## src/hdl/trs_pkg.sv

```systemverilog
// Constants and types of the trip-started reclose sequencer.
// Assumes a 10 MHz system clock and a 1 ms time base for all timers.
package trs_pkg;
  localparam int NREQ = 5;
  localparam int TW   = 16;

  // Register byte offsets
  localparam logic [7:0] CTRL_OFS  = 8'h00;
  localparam logic [7:0] SHOT_OFS  = 8'h04;
  localparam logic [7:0] DEAD1_OFS = 8'h08;
  localparam logic [7:0] DEAD2_OFS = 8'h0c;
  localparam logic [7:0] RECL_OFS  = 8'h10;
  localparam logic [7:0] OVR_OFS   = 8'h14;
  localparam logic [7:0] STAT_OFS  = 8'h18;

  // Control field positions
  localparam int CTRL_EN_BIT    = 0;
  localparam int CTRL_LRST_BIT  = 1;
  localparam int CTRL_OVR_BIT   = 2;
  localparam int CTRL_OLOCK_BIT = 3;
  localparam int CTRL_SRST_BIT  = 4;

  // Values after reset; timer settings are in ms
  localparam logic [3:0]    CTRL_RST  = 4'hd;
  localparam logic [1:0]    SHOT_RST  = 2'h3;
  localparam logic [TW-1:0] DEAD1_RST = 16'h00c8;
  localparam logic [TW-1:0] DEAD2_RST = 16'hea60;
  localparam logic [TW-1:0] RECL_RST  = 16'h2710;
  localparam logic [TW-1:0] OVR_RST   = 16'h2710;

  // Time base
  localparam int CLK_NS       = 100;
  localparam int TICK_NS      = 1000000;
  localparam int TICK_CYC_DEF = TICK_NS / CLK_NS;

  typedef enum logic [2:0] {
    ST_READY = 3'h0,
    ST_WOPEN = 3'h1,
    ST_DEAD  = 3'h3,
    ST_CLOSE = 3'h2,
    ST_RECL  = 3'h6,
    ST_OVR   = 3'h7,
    ST_FINAL = 3'h5,
    ST_LOCK  = 3'h4
  } trs_state_t;
endpackage

```

## src/hdl/trs_sequencer.sv

```systemverilog
// Trip-started two-shot reclose sequencer with AHB-Lite register slave.
// Assumes request, breaker status and failure inputs come from logic on hclk.
//
// Contract
// - A protection trip drives one of the request inputs and starts the cycle.
// - Trip start uses no starting or discrimination delay.
// - Start raises running, the request's pending flag and shot-active together.
// - Breaker open plus released request starts the active shot's dead time.
// - Dead time expiry sends close request; breaker object gates the coil.
// - Close drops on breaker closed; shot reclaim timing starts then.
// - Request during shot reclaim advances to second shot.
// - Second shot dead time expiry closes like the first.
// - Request in reclaim with no shot left: final trip, flags clear, lockout.
// - Lockout ignores requests until manual reset and breaker closing.
// - Quiet shot reclaim expiry clears flags and starts overall reclaim.
// - Fault during overall reclaim goes final trip unless setting says otherwise.
// - Zero reclaim settings skip their timers.
// - Setting can omit the overall reclaim phase.
// - Overall reclaim expiry returns to ready.
// - Shots are enabled separately, each with its own dead time.
// - Five prioritised requests, lowest index wins; critical request halts all.
// - Open or close failure locks out unless a restart is written in the same cycle.
// - Lockout clears by reset input and breaker closed.
//
// Our own choices: the AHB-Lite slave port and the placing of the registers.
`timescale 1ns/1ns
module trs_sequencer
  import trs_pkg::*;
#(
  parameter int TICK_CYC = trs_pkg::TICK_CYC_DEF
)
(
  input  wire logic                    hclk,
  input  wire logic                    hresetn,
  input  wire logic                    hsel,
  input  wire logic [31:0]             haddr,
  input  wire logic [1:0]              htrans,
  input  wire logic                    hwrite,
  input  wire logic [2:0]              hsize,
  input  wire logic [31:0]             hwdata,
  input  wire logic                    hready,
  output logic                         hreadyout,
  output logic                         hresp,
  output logic [31:0]                  hrdata,
  input  wire logic [trs_pkg::NREQ-1:0] request,
  input  wire logic                    critical_request,
  input  wire logic                    breaker_open,
  input  wire logic                    breaker_closed,
  input  wire logic                    open_fail,
  input  wire logic                    close_fail,
  input  wire logic                    lockout_reset,
  output logic                         close_request,
  output logic                         final_trip,
  output logic                         recloser_active,
  output logic                         first_shot_active,
  output logic                         second_shot_active,
  output logic [trs_pkg::NREQ-1:0]     request_pending,
  output logic                         sequence_reclaim_active,
  output logic                         sequence_lockout
);
  import trs_pkg::*;

  // Bus slave state
  logic            wp_q, wp_d;
  logic [7:0]      wa_q, wa_d;
  logic [31:0]     rd_q, rd_d;
  logic [3:0]      ctrl_q, ctrl_d;
  logic [1:0]      shot_q, shot_d;
  logic [TW-1:0]   d1_q, d1_d, d2_q, d2_d, rc_q, rc_d, ov_q, ov_d;
  logic            ap, ctrl_wr, lrst, srst;
  // Sequencer state
  trs_state_t      st_q, st_d;
  logic [TW-1:0]   tmr_q, tmr_d;
  logic [2:0]      idx_q, idx_d, pick;
  logic            shot2_q, shot2_d, arm_q, arm_d, hit, req_cur, ovr_any;
  logic            act_d, s1_d, s2_d, rcl_d, lock_d, close_d, trip_d;
  logic [NREQ-1:0] pend_d;
  logic [31:0]     tc_q, tc_d;
  logic            tick_q, tick_d;

  assign hreadyout = 1'b1;
  assign hresp     = 1'b0;
  assign hrdata    = rd_q;
  assign ap        = hsel && htrans[1] && hready;
  assign ctrl_wr   = wp_q && (wa_q == CTRL_OFS);
  assign lrst      = (ctrl_wr && hwdata[CTRL_LRST_BIT]) || lockout_reset;
  assign srst      = ctrl_wr && hwdata[CTRL_SRST_BIT];

  always_comb
  begin
    wp_d   = ap && hwrite;
    wa_d   = ap ? haddr[7:0] : wa_q;
    rd_d   = rd_q;
    ctrl_d = ctrl_q;
    shot_d = shot_q;
    d1_d   = d1_q;
    d2_d   = d2_q;
    rc_d   = rc_q;
    ov_d   = ov_q;
    if (ap && !hwrite)
    begin
      case (haddr[7:0])
        CTRL_OFS:  rd_d = {28'h0, ctrl_q[3:2], 1'b0, ctrl_q[0]};
        SHOT_OFS:  rd_d = {30'h0, shot_q};
        DEAD1_OFS: rd_d = {16'h0, d1_q};
        DEAD2_OFS: rd_d = {16'h0, d2_q};
        RECL_OFS:  rd_d = {16'h0, rc_q};
        OVR_OFS:   rd_d = {16'h0, ov_q};
        STAT_OFS:  rd_d = {19'h0, st_q, sequence_lockout, sequence_reclaim_active,
                           request_pending, second_shot_active, first_shot_active,
                           recloser_active};
        default:   rd_d = 32'h0;
      endcase
    end
    if (wp_q)
    begin
      case (wa_q)
        CTRL_OFS:  ctrl_d = {hwdata[3:2], 1'b0, hwdata[0]};
        SHOT_OFS:  shot_d = hwdata[1:0];
        DEAD1_OFS: d1_d = hwdata[TW-1:0];
        DEAD2_OFS: d2_d = hwdata[TW-1:0];
        RECL_OFS:  rc_d = hwdata[TW-1:0];
        OVR_OFS:   ov_d = hwdata[TW-1:0];
        default:   ctrl_d = ctrl_q;
      endcase
    end
  end

  always_ff @(posedge hclk or negedge hresetn)
  begin
    if (!hresetn)
    begin
      wp_q   <= 1'b0;
      wa_q   <= 8'h00;
      rd_q   <= 32'h0;
      ctrl_q <= CTRL_RST;
      shot_q <= SHOT_RST;
      d1_q   <= DEAD1_RST;
      d2_q   <= DEAD2_RST;
      rc_q   <= RECL_RST;
      ov_q   <= OVR_RST;
    end
    else
    begin
      wp_q   <= wp_d;
      wa_q   <= wa_d;
      rd_q   <= rd_d;
      ctrl_q <= ctrl_d;
      shot_q <= shot_d;
      d1_q   <= d1_d;
      d2_q   <= d2_d;
      rc_q   <= rc_d;
      ov_q   <= ov_d;
    end
  end

  // Common 1 ms tick; a timer may lose up to one tick of its first ms
  always_comb
  begin
    tick_d = (tc_q == 32'(TICK_CYC - 1));
    tc_d   = tick_d ? 32'h0 : tc_q + 32'h1;
  end

  // Lowest index is highest priority
  always_comb
  begin
    hit  = 1'b0;
    pick = 3'h0;
    for (int i = NREQ - 1; i >= 0; i--)
    begin
      if (request[i])
      begin
        hit  = 1'b1;
        pick = 3'(i);
      end
    end
  end

  assign req_cur = request[idx_q];
  assign ovr_any = critical_request || open_fail || close_fail || srst;

  always_comb
  begin
    st_d    = st_q;
    tmr_d   = tmr_q;
    idx_d   = idx_q;
    shot2_d = shot2_q;
    arm_d   = (st_q == ST_LOCK) && (arm_q || lrst);
    if (tick_q && tmr_q != 16'h0)
      tmr_d = tmr_q - 16'h1;
    case (st_q)
      ST_READY:
        // Trip start: no starting or discrimination delay
        if (ctrl_q[CTRL_EN_BIT] && hit)
        begin
          idx_d   = pick;
          shot2_d = !shot_q[0];
          st_d    = (shot_q != 2'h0) ? ST_WOPEN : ST_FINAL;
        end
      ST_WOPEN:
        if (breaker_open && !req_cur)
        begin
          st_d  = ST_DEAD;
          tmr_d = shot2_q ? d2_q : d1_q;
        end
      ST_DEAD:
        if (tmr_q == 16'h0)
          st_d = ST_CLOSE;
      ST_CLOSE:
        if (breaker_closed)
        begin
          st_d  = ST_RECL;
          tmr_d = rc_q;
        end
      ST_RECL:
        if (req_cur)
        begin
          if (!shot2_q && shot_q[1])
          begin
            shot2_d = 1'b1;
            st_d    = ST_WOPEN;
          end
          else
            st_d = ST_FINAL;
        end
        else if (tmr_q == 16'h0)
        begin
          if (ctrl_q[CTRL_OVR_BIT] && ov_q != 16'h0)
          begin
            st_d  = ST_OVR;
            tmr_d = ov_q;
          end
          else
            st_d = ST_READY;
        end
      ST_OVR:
        if (hit)
          st_d = ctrl_q[CTRL_OLOCK_BIT] ? ST_FINAL : ST_READY;
        else if (tmr_q == 16'h0)
          st_d = ST_READY;
      ST_FINAL:
        if (breaker_open)
          st_d = ST_LOCK;
      ST_LOCK:
        // Requests ignored until reset armed and breaker closed
        if (arm_q && breaker_closed)
          st_d = ST_READY;
      default:
        st_d = ST_READY;
    endcase
    if (critical_request && st_q != ST_LOCK)
      st_d = ST_FINAL;
    if (open_fail || close_fail)
      st_d = ST_LOCK;
    if (srst)
    begin
      st_d  = ST_READY;
      tmr_d = 16'h0;
    end
    // Indications follow the next state so they change with it
    act_d   = (st_d == ST_WOPEN) || (st_d == ST_DEAD) ||
              (st_d == ST_CLOSE) || (st_d == ST_RECL);
    s1_d    = act_d && !shot2_d;
    s2_d    = act_d && shot2_d;
    pend_d  = act_d ? NREQ'(5'h01 << idx_d) : '0;
    rcl_d   = (st_d == ST_OVR);
    lock_d  = (st_d == ST_LOCK);
    close_d = (st_d == ST_CLOSE);
    trip_d  = (st_d == ST_FINAL);
  end

  always_ff @(posedge hclk or negedge hresetn)
  begin
    if (!hresetn)
    begin
      tc_q                    <= 32'h0;
      tick_q                  <= 1'b0;
      st_q                    <= ST_READY;
      tmr_q                   <= 16'h0;
      idx_q                   <= 3'h0;
      shot2_q                 <= 1'b0;
      arm_q                   <= 1'b0;
      recloser_active         <= 1'b0;
      first_shot_active       <= 1'b0;
      second_shot_active      <= 1'b0;
      request_pending         <= '0;
      sequence_reclaim_active <= 1'b0;
      sequence_lockout        <= 1'b0;
      close_request           <= 1'b0;
      final_trip              <= 1'b0;
    end
    else
    begin
      tc_q                    <= tc_d;
      tick_q                  <= tick_d;
      st_q                    <= st_d;
      tmr_q                   <= tmr_d;
      idx_q                   <= idx_d;
      shot2_q                 <= shot2_d;
      arm_q                   <= arm_d;
      recloser_active         <= act_d;
      first_shot_active       <= s1_d;
      second_shot_active      <= s2_d;
      request_pending         <= pend_d;
      sequence_reclaim_active <= rcl_d;
      sequence_lockout        <= lock_d;
      close_request           <= close_d;
      final_trip              <= trip_d;
    end
  end
endmodule

```

## config.mk

```make
export PLATFORM = sky130hd
export DESIGN_NAME = trs_sequencer
export DESIGN_NICKNAME = d
export VERILOG_FILES = /design/src/hdl/trs_pkg.sv /design/src/hdl/trs_sequencer.sv
export SDC_FILE = /design/constraint.sdc
export NUM_CORES = 1
export LEC_CHECK = 0
export ABC_CLOCK_PERIOD_IN_PS = 2900
export BUFFER_PORTS_ARGS = -buffer_cell sky130_fd_sc_hd__buf_2
export CORE_AREA = 2 2 125 127
export CTS_CLUSTER_SIZE = 14
export DETAILED_ROUTE_END_ITERATION = 7
export DIE_AREA = 0 0 127 129
export PLACE_DENSITY = 0.9
export SLEW_MARGIN = 40
export SYNTH_ARGS = -nofsm -noshare
export SYNTH_HDL_FRONTEND = slang
export SYNTH_SLANG_ARGS = --single-unit
```

## constraint.sdc

```tcl
create_clock -name hclk -period 2.9 [get_ports hclk]
set_input_delay 0.145 -clock hclk [delete_from_list [all_inputs] [get_ports hclk]]
set_output_delay 0.145 -clock hclk [all_outputs]
set_load 0.03 [all_outputs]
```

==> reports/metrics.yaml <==
routed-via-count: 6819
ios: 131
whs_ns: 0.00120
rows: 45
clock_skew_ns: 0.0116
clk-insertion-delay-late_ns: 0.44
crit_type: "reg -> reg"
clkTransAtPathRegs_ns: 0.06
clock-root-buffer: "clkbuf_16"
synth_common_cells: "138 x dfrtp_1, 81 x nor2_1, 76 x mux2_2, 64 x nand2_1, 42 x o21ai_0"
syn2layout_area_growth_pct: 15.5
cp_max_fo: 16
finalHoldViolations: 0
first_pass_iters: 5
rsz0062_at_grt: "false"
cts_tree: "yes"
grtUsageTotal_pct: 28.7
numClockSinks: 163
synth_top_area_share_pct: 40.8
wl_per_cell_um: 20.6
numCtsBuffers: 17
htreeDepth: 4
ys_types: 70
nets: 965
die_w_um: 127
yosys_warnings: 0
post-cts-setup-buffer-count: 0
slew-limit-headroom_pct: 47.9
fin_setup_tns_ns: 0
viasPerCell: 6.33
syn_inst: 793
reg2reg_depth: 6
hold_end: "d2_q[12]"
rrSetupSlack_ns: 0.18
chipHeight_um: 129
min_path_type: "in -> reg"
slew_viol_final: 0
synth_area_leader_cell: "dfrtp_1"
irDropWorstVdd_v: 0.000405
drc_errors: 0
synth_edf_count: 0
io_buffers: 68
clockBufferDepth: 2
holdPathStages: 2
r2r_end: "tmr_q[1]"
num-fill-cells: 1097
setup_violations: 0
cp.arrival_ns: 3.08
hold_start: "hwdata[12]"
finalCritPeriodShare_pct: 93.6
grt_max_degree: 76
synth.most_common_cell: "dfrtp_1"
syn_area_um2: 8470
outcome: "completed"
antenna_left: 0
synth_area_per_cell_um2: 10.7
post-dp-hpwl_um: 14800
regArea_um2: 4110
synth.ff_latch_count: 163
worstSetupStartpointType: "register"
place.gp.congestion: 0.958
tightestPinTransition_ns: 0.782
final_layout_size_suffix_gt1_share_pct: 27.0
async_flop_share_pct: 100
coreArea_um2: 15000
yosysSeqAreaShare_pct: 48.5
antenna_found_initial: 2
synthTopCellsByArea: "dfrtp_1 41%, mux2_2 10%, dfstp_2 7.8%"
end_kind: "register"
p_leak_nw: 4.26
reg2reg_from: "st_q[0]"
gr-total-overflow: 0
multi_input_area_um2: 4100
start_util_pct: 56.5
die_area_um2: 16400
power.density_nw_per_um2: 536
totalWireLength_um: 22200
startpoint: "st_q[0]"
period_needed_ns: 2.72
grt_pass1_wl_um: 36300
synth_flop_cell: "dfrtp_1"
fmax_mhz: 368
drtIter0Drc: 614
worstPathRequired_ns: 3.27
diodes: 0
grt_pass1_vias: 7065
drv_cap: 0
[metrics by stage]
step                total power (W)  utilization, %  worst slack [ns]  instance area, µm²  std cells
floorplan                   0.00278               -             0.512                8530        809
global placement            0.00293            60.2             0.293                9020       1030
detailed placement          0.00295            60.2             0.220                9020       1030
CTS                         0.00524            65.3             0.106                9770       1078
global route                0.00540            65.3            0.0511                9780       1078
finish                      0.00524            65.3             0.184                9780       1078
[cell families (layout without fill, tap and decap cells)]
family / after synthesis / count (layout) / synth area share (%)
compound gates: 141 / 141 / 12.4
xor+xnor: 43 / 43 / 4.45
fa+ha+maj: 3 / 3 / 0.443
buf+inv: 70 / 151 / 4.02
flops: 163 / 163 / 48.5
mux: 111 / 111 / 14.4
other cells: 2 / 18 / 0.0887
simple gates: 260 / 260 / 15.7
[report_power, final]
part	total, W	switching (W)	internal (W)
clock network	0.00229	0.000936	0.00136
registers	0.00246	0.0000905	0.00237
logic	0.000489	0.000292	0.000198
[sequential cells by signal (all words and copies together), names as in the netlist, 2 cells and up]
name             count
wa_q                 8
rc_q                16
ctrl_q               3
shot_q               2
request_pending      5
ov_q                16
tmr_q               16
d2_q                16
idx_q                3
hrdata              16
d1_q                16
st_q                 3
tc_q                32
[worst max path at each step]
stage                    endpoint  slack (ns)  cells past startpoint
6_report                 tmr_q[1]        0.18                      6
5_1_grt        request_pending[3]        0.05                      6
4_1_cts        request_pending[2]        0.11                      6
3_5_place_dp   request_pending[2]        0.22                      6
3_3_place_gp   request_pending[0]        0.29                      6
2_1_floorplan           tmr_q[10]        0.51                      8
[worst max-delay path, stage by stage, from the launching register on]
cell and delay, ns:
dfrtp_1 0.69, nor3b_1 0.55, nand2_1 0.16, or3_1 0.61, o21ai_0 0.41, a221oi_1 0.11, nor2_1 0.11
[timing repair]
action | in CTS | in global routing
setup endpoints to repair | 0 | 7
hold buffers | 16 | 0
endpoints found under the hold margin | 106 | 0
gates resized for setup | 0 | 1
[cells in the final DEF (no fill, tap or decap), types with 4 or more instances in the layout]
master | synthesis | layout
a211oi_1 | 5 | 5
dlygate4sd3_1 | 0 | 16
nor3b_1 | 5 | 5
or4_4 | 4 | 4
and3_1 | 7 | 7
nand3_1 | 15 | 15
nor2b_1 | 7 | 7
nor2_1 | 81 | 81
a21oi_1 | 26 | 26
nand2_1 | 64 | 64
conb_1 | 2 | 18
inv_1 | 14 | 14
mux2_2 | 76 | 76
buf_4 | 19 | 19
mux2i_1 | 34 | 34
nand4_1 | 15 | 15
o2111ai_1 | 7 | 7
nor4_1 | 12 | 11
and2_1 | 7 | 7
a221oi_1 | 23 | 23
buf_2 | 4 | 67
dfrtp_1 | 138 | 138
xnor2_1 | 33 | 33
nand2b_1 | 6 | 6
o21ai_0 | 42 | 42
xor2_1 | 10 | 10
nor3_1 | 15 | 15
clkbuf_16 | 0 | 17
dfstp_2 | 25 | 25
[layer usage]
layer	part of all wire (%)	routed length, µm	GRT usage [%]
met1	38	8520	35.0
met2	49	10900	47.6
met3	8.6	1920	7.44
met4	3.9	869	14.5
met5	0.058	13	0
[cell type report]
type	instances	share of cell area, %
timing repair buffer	105	7.05
tap	188	2.41
multi-input combinational	576	41.9
clock buffer	20	4.46
clock inverter	12	1.61
sequential	163	42.0
inverter	14	0.537
Note: power is estimated with default switching activity, not from simulation.
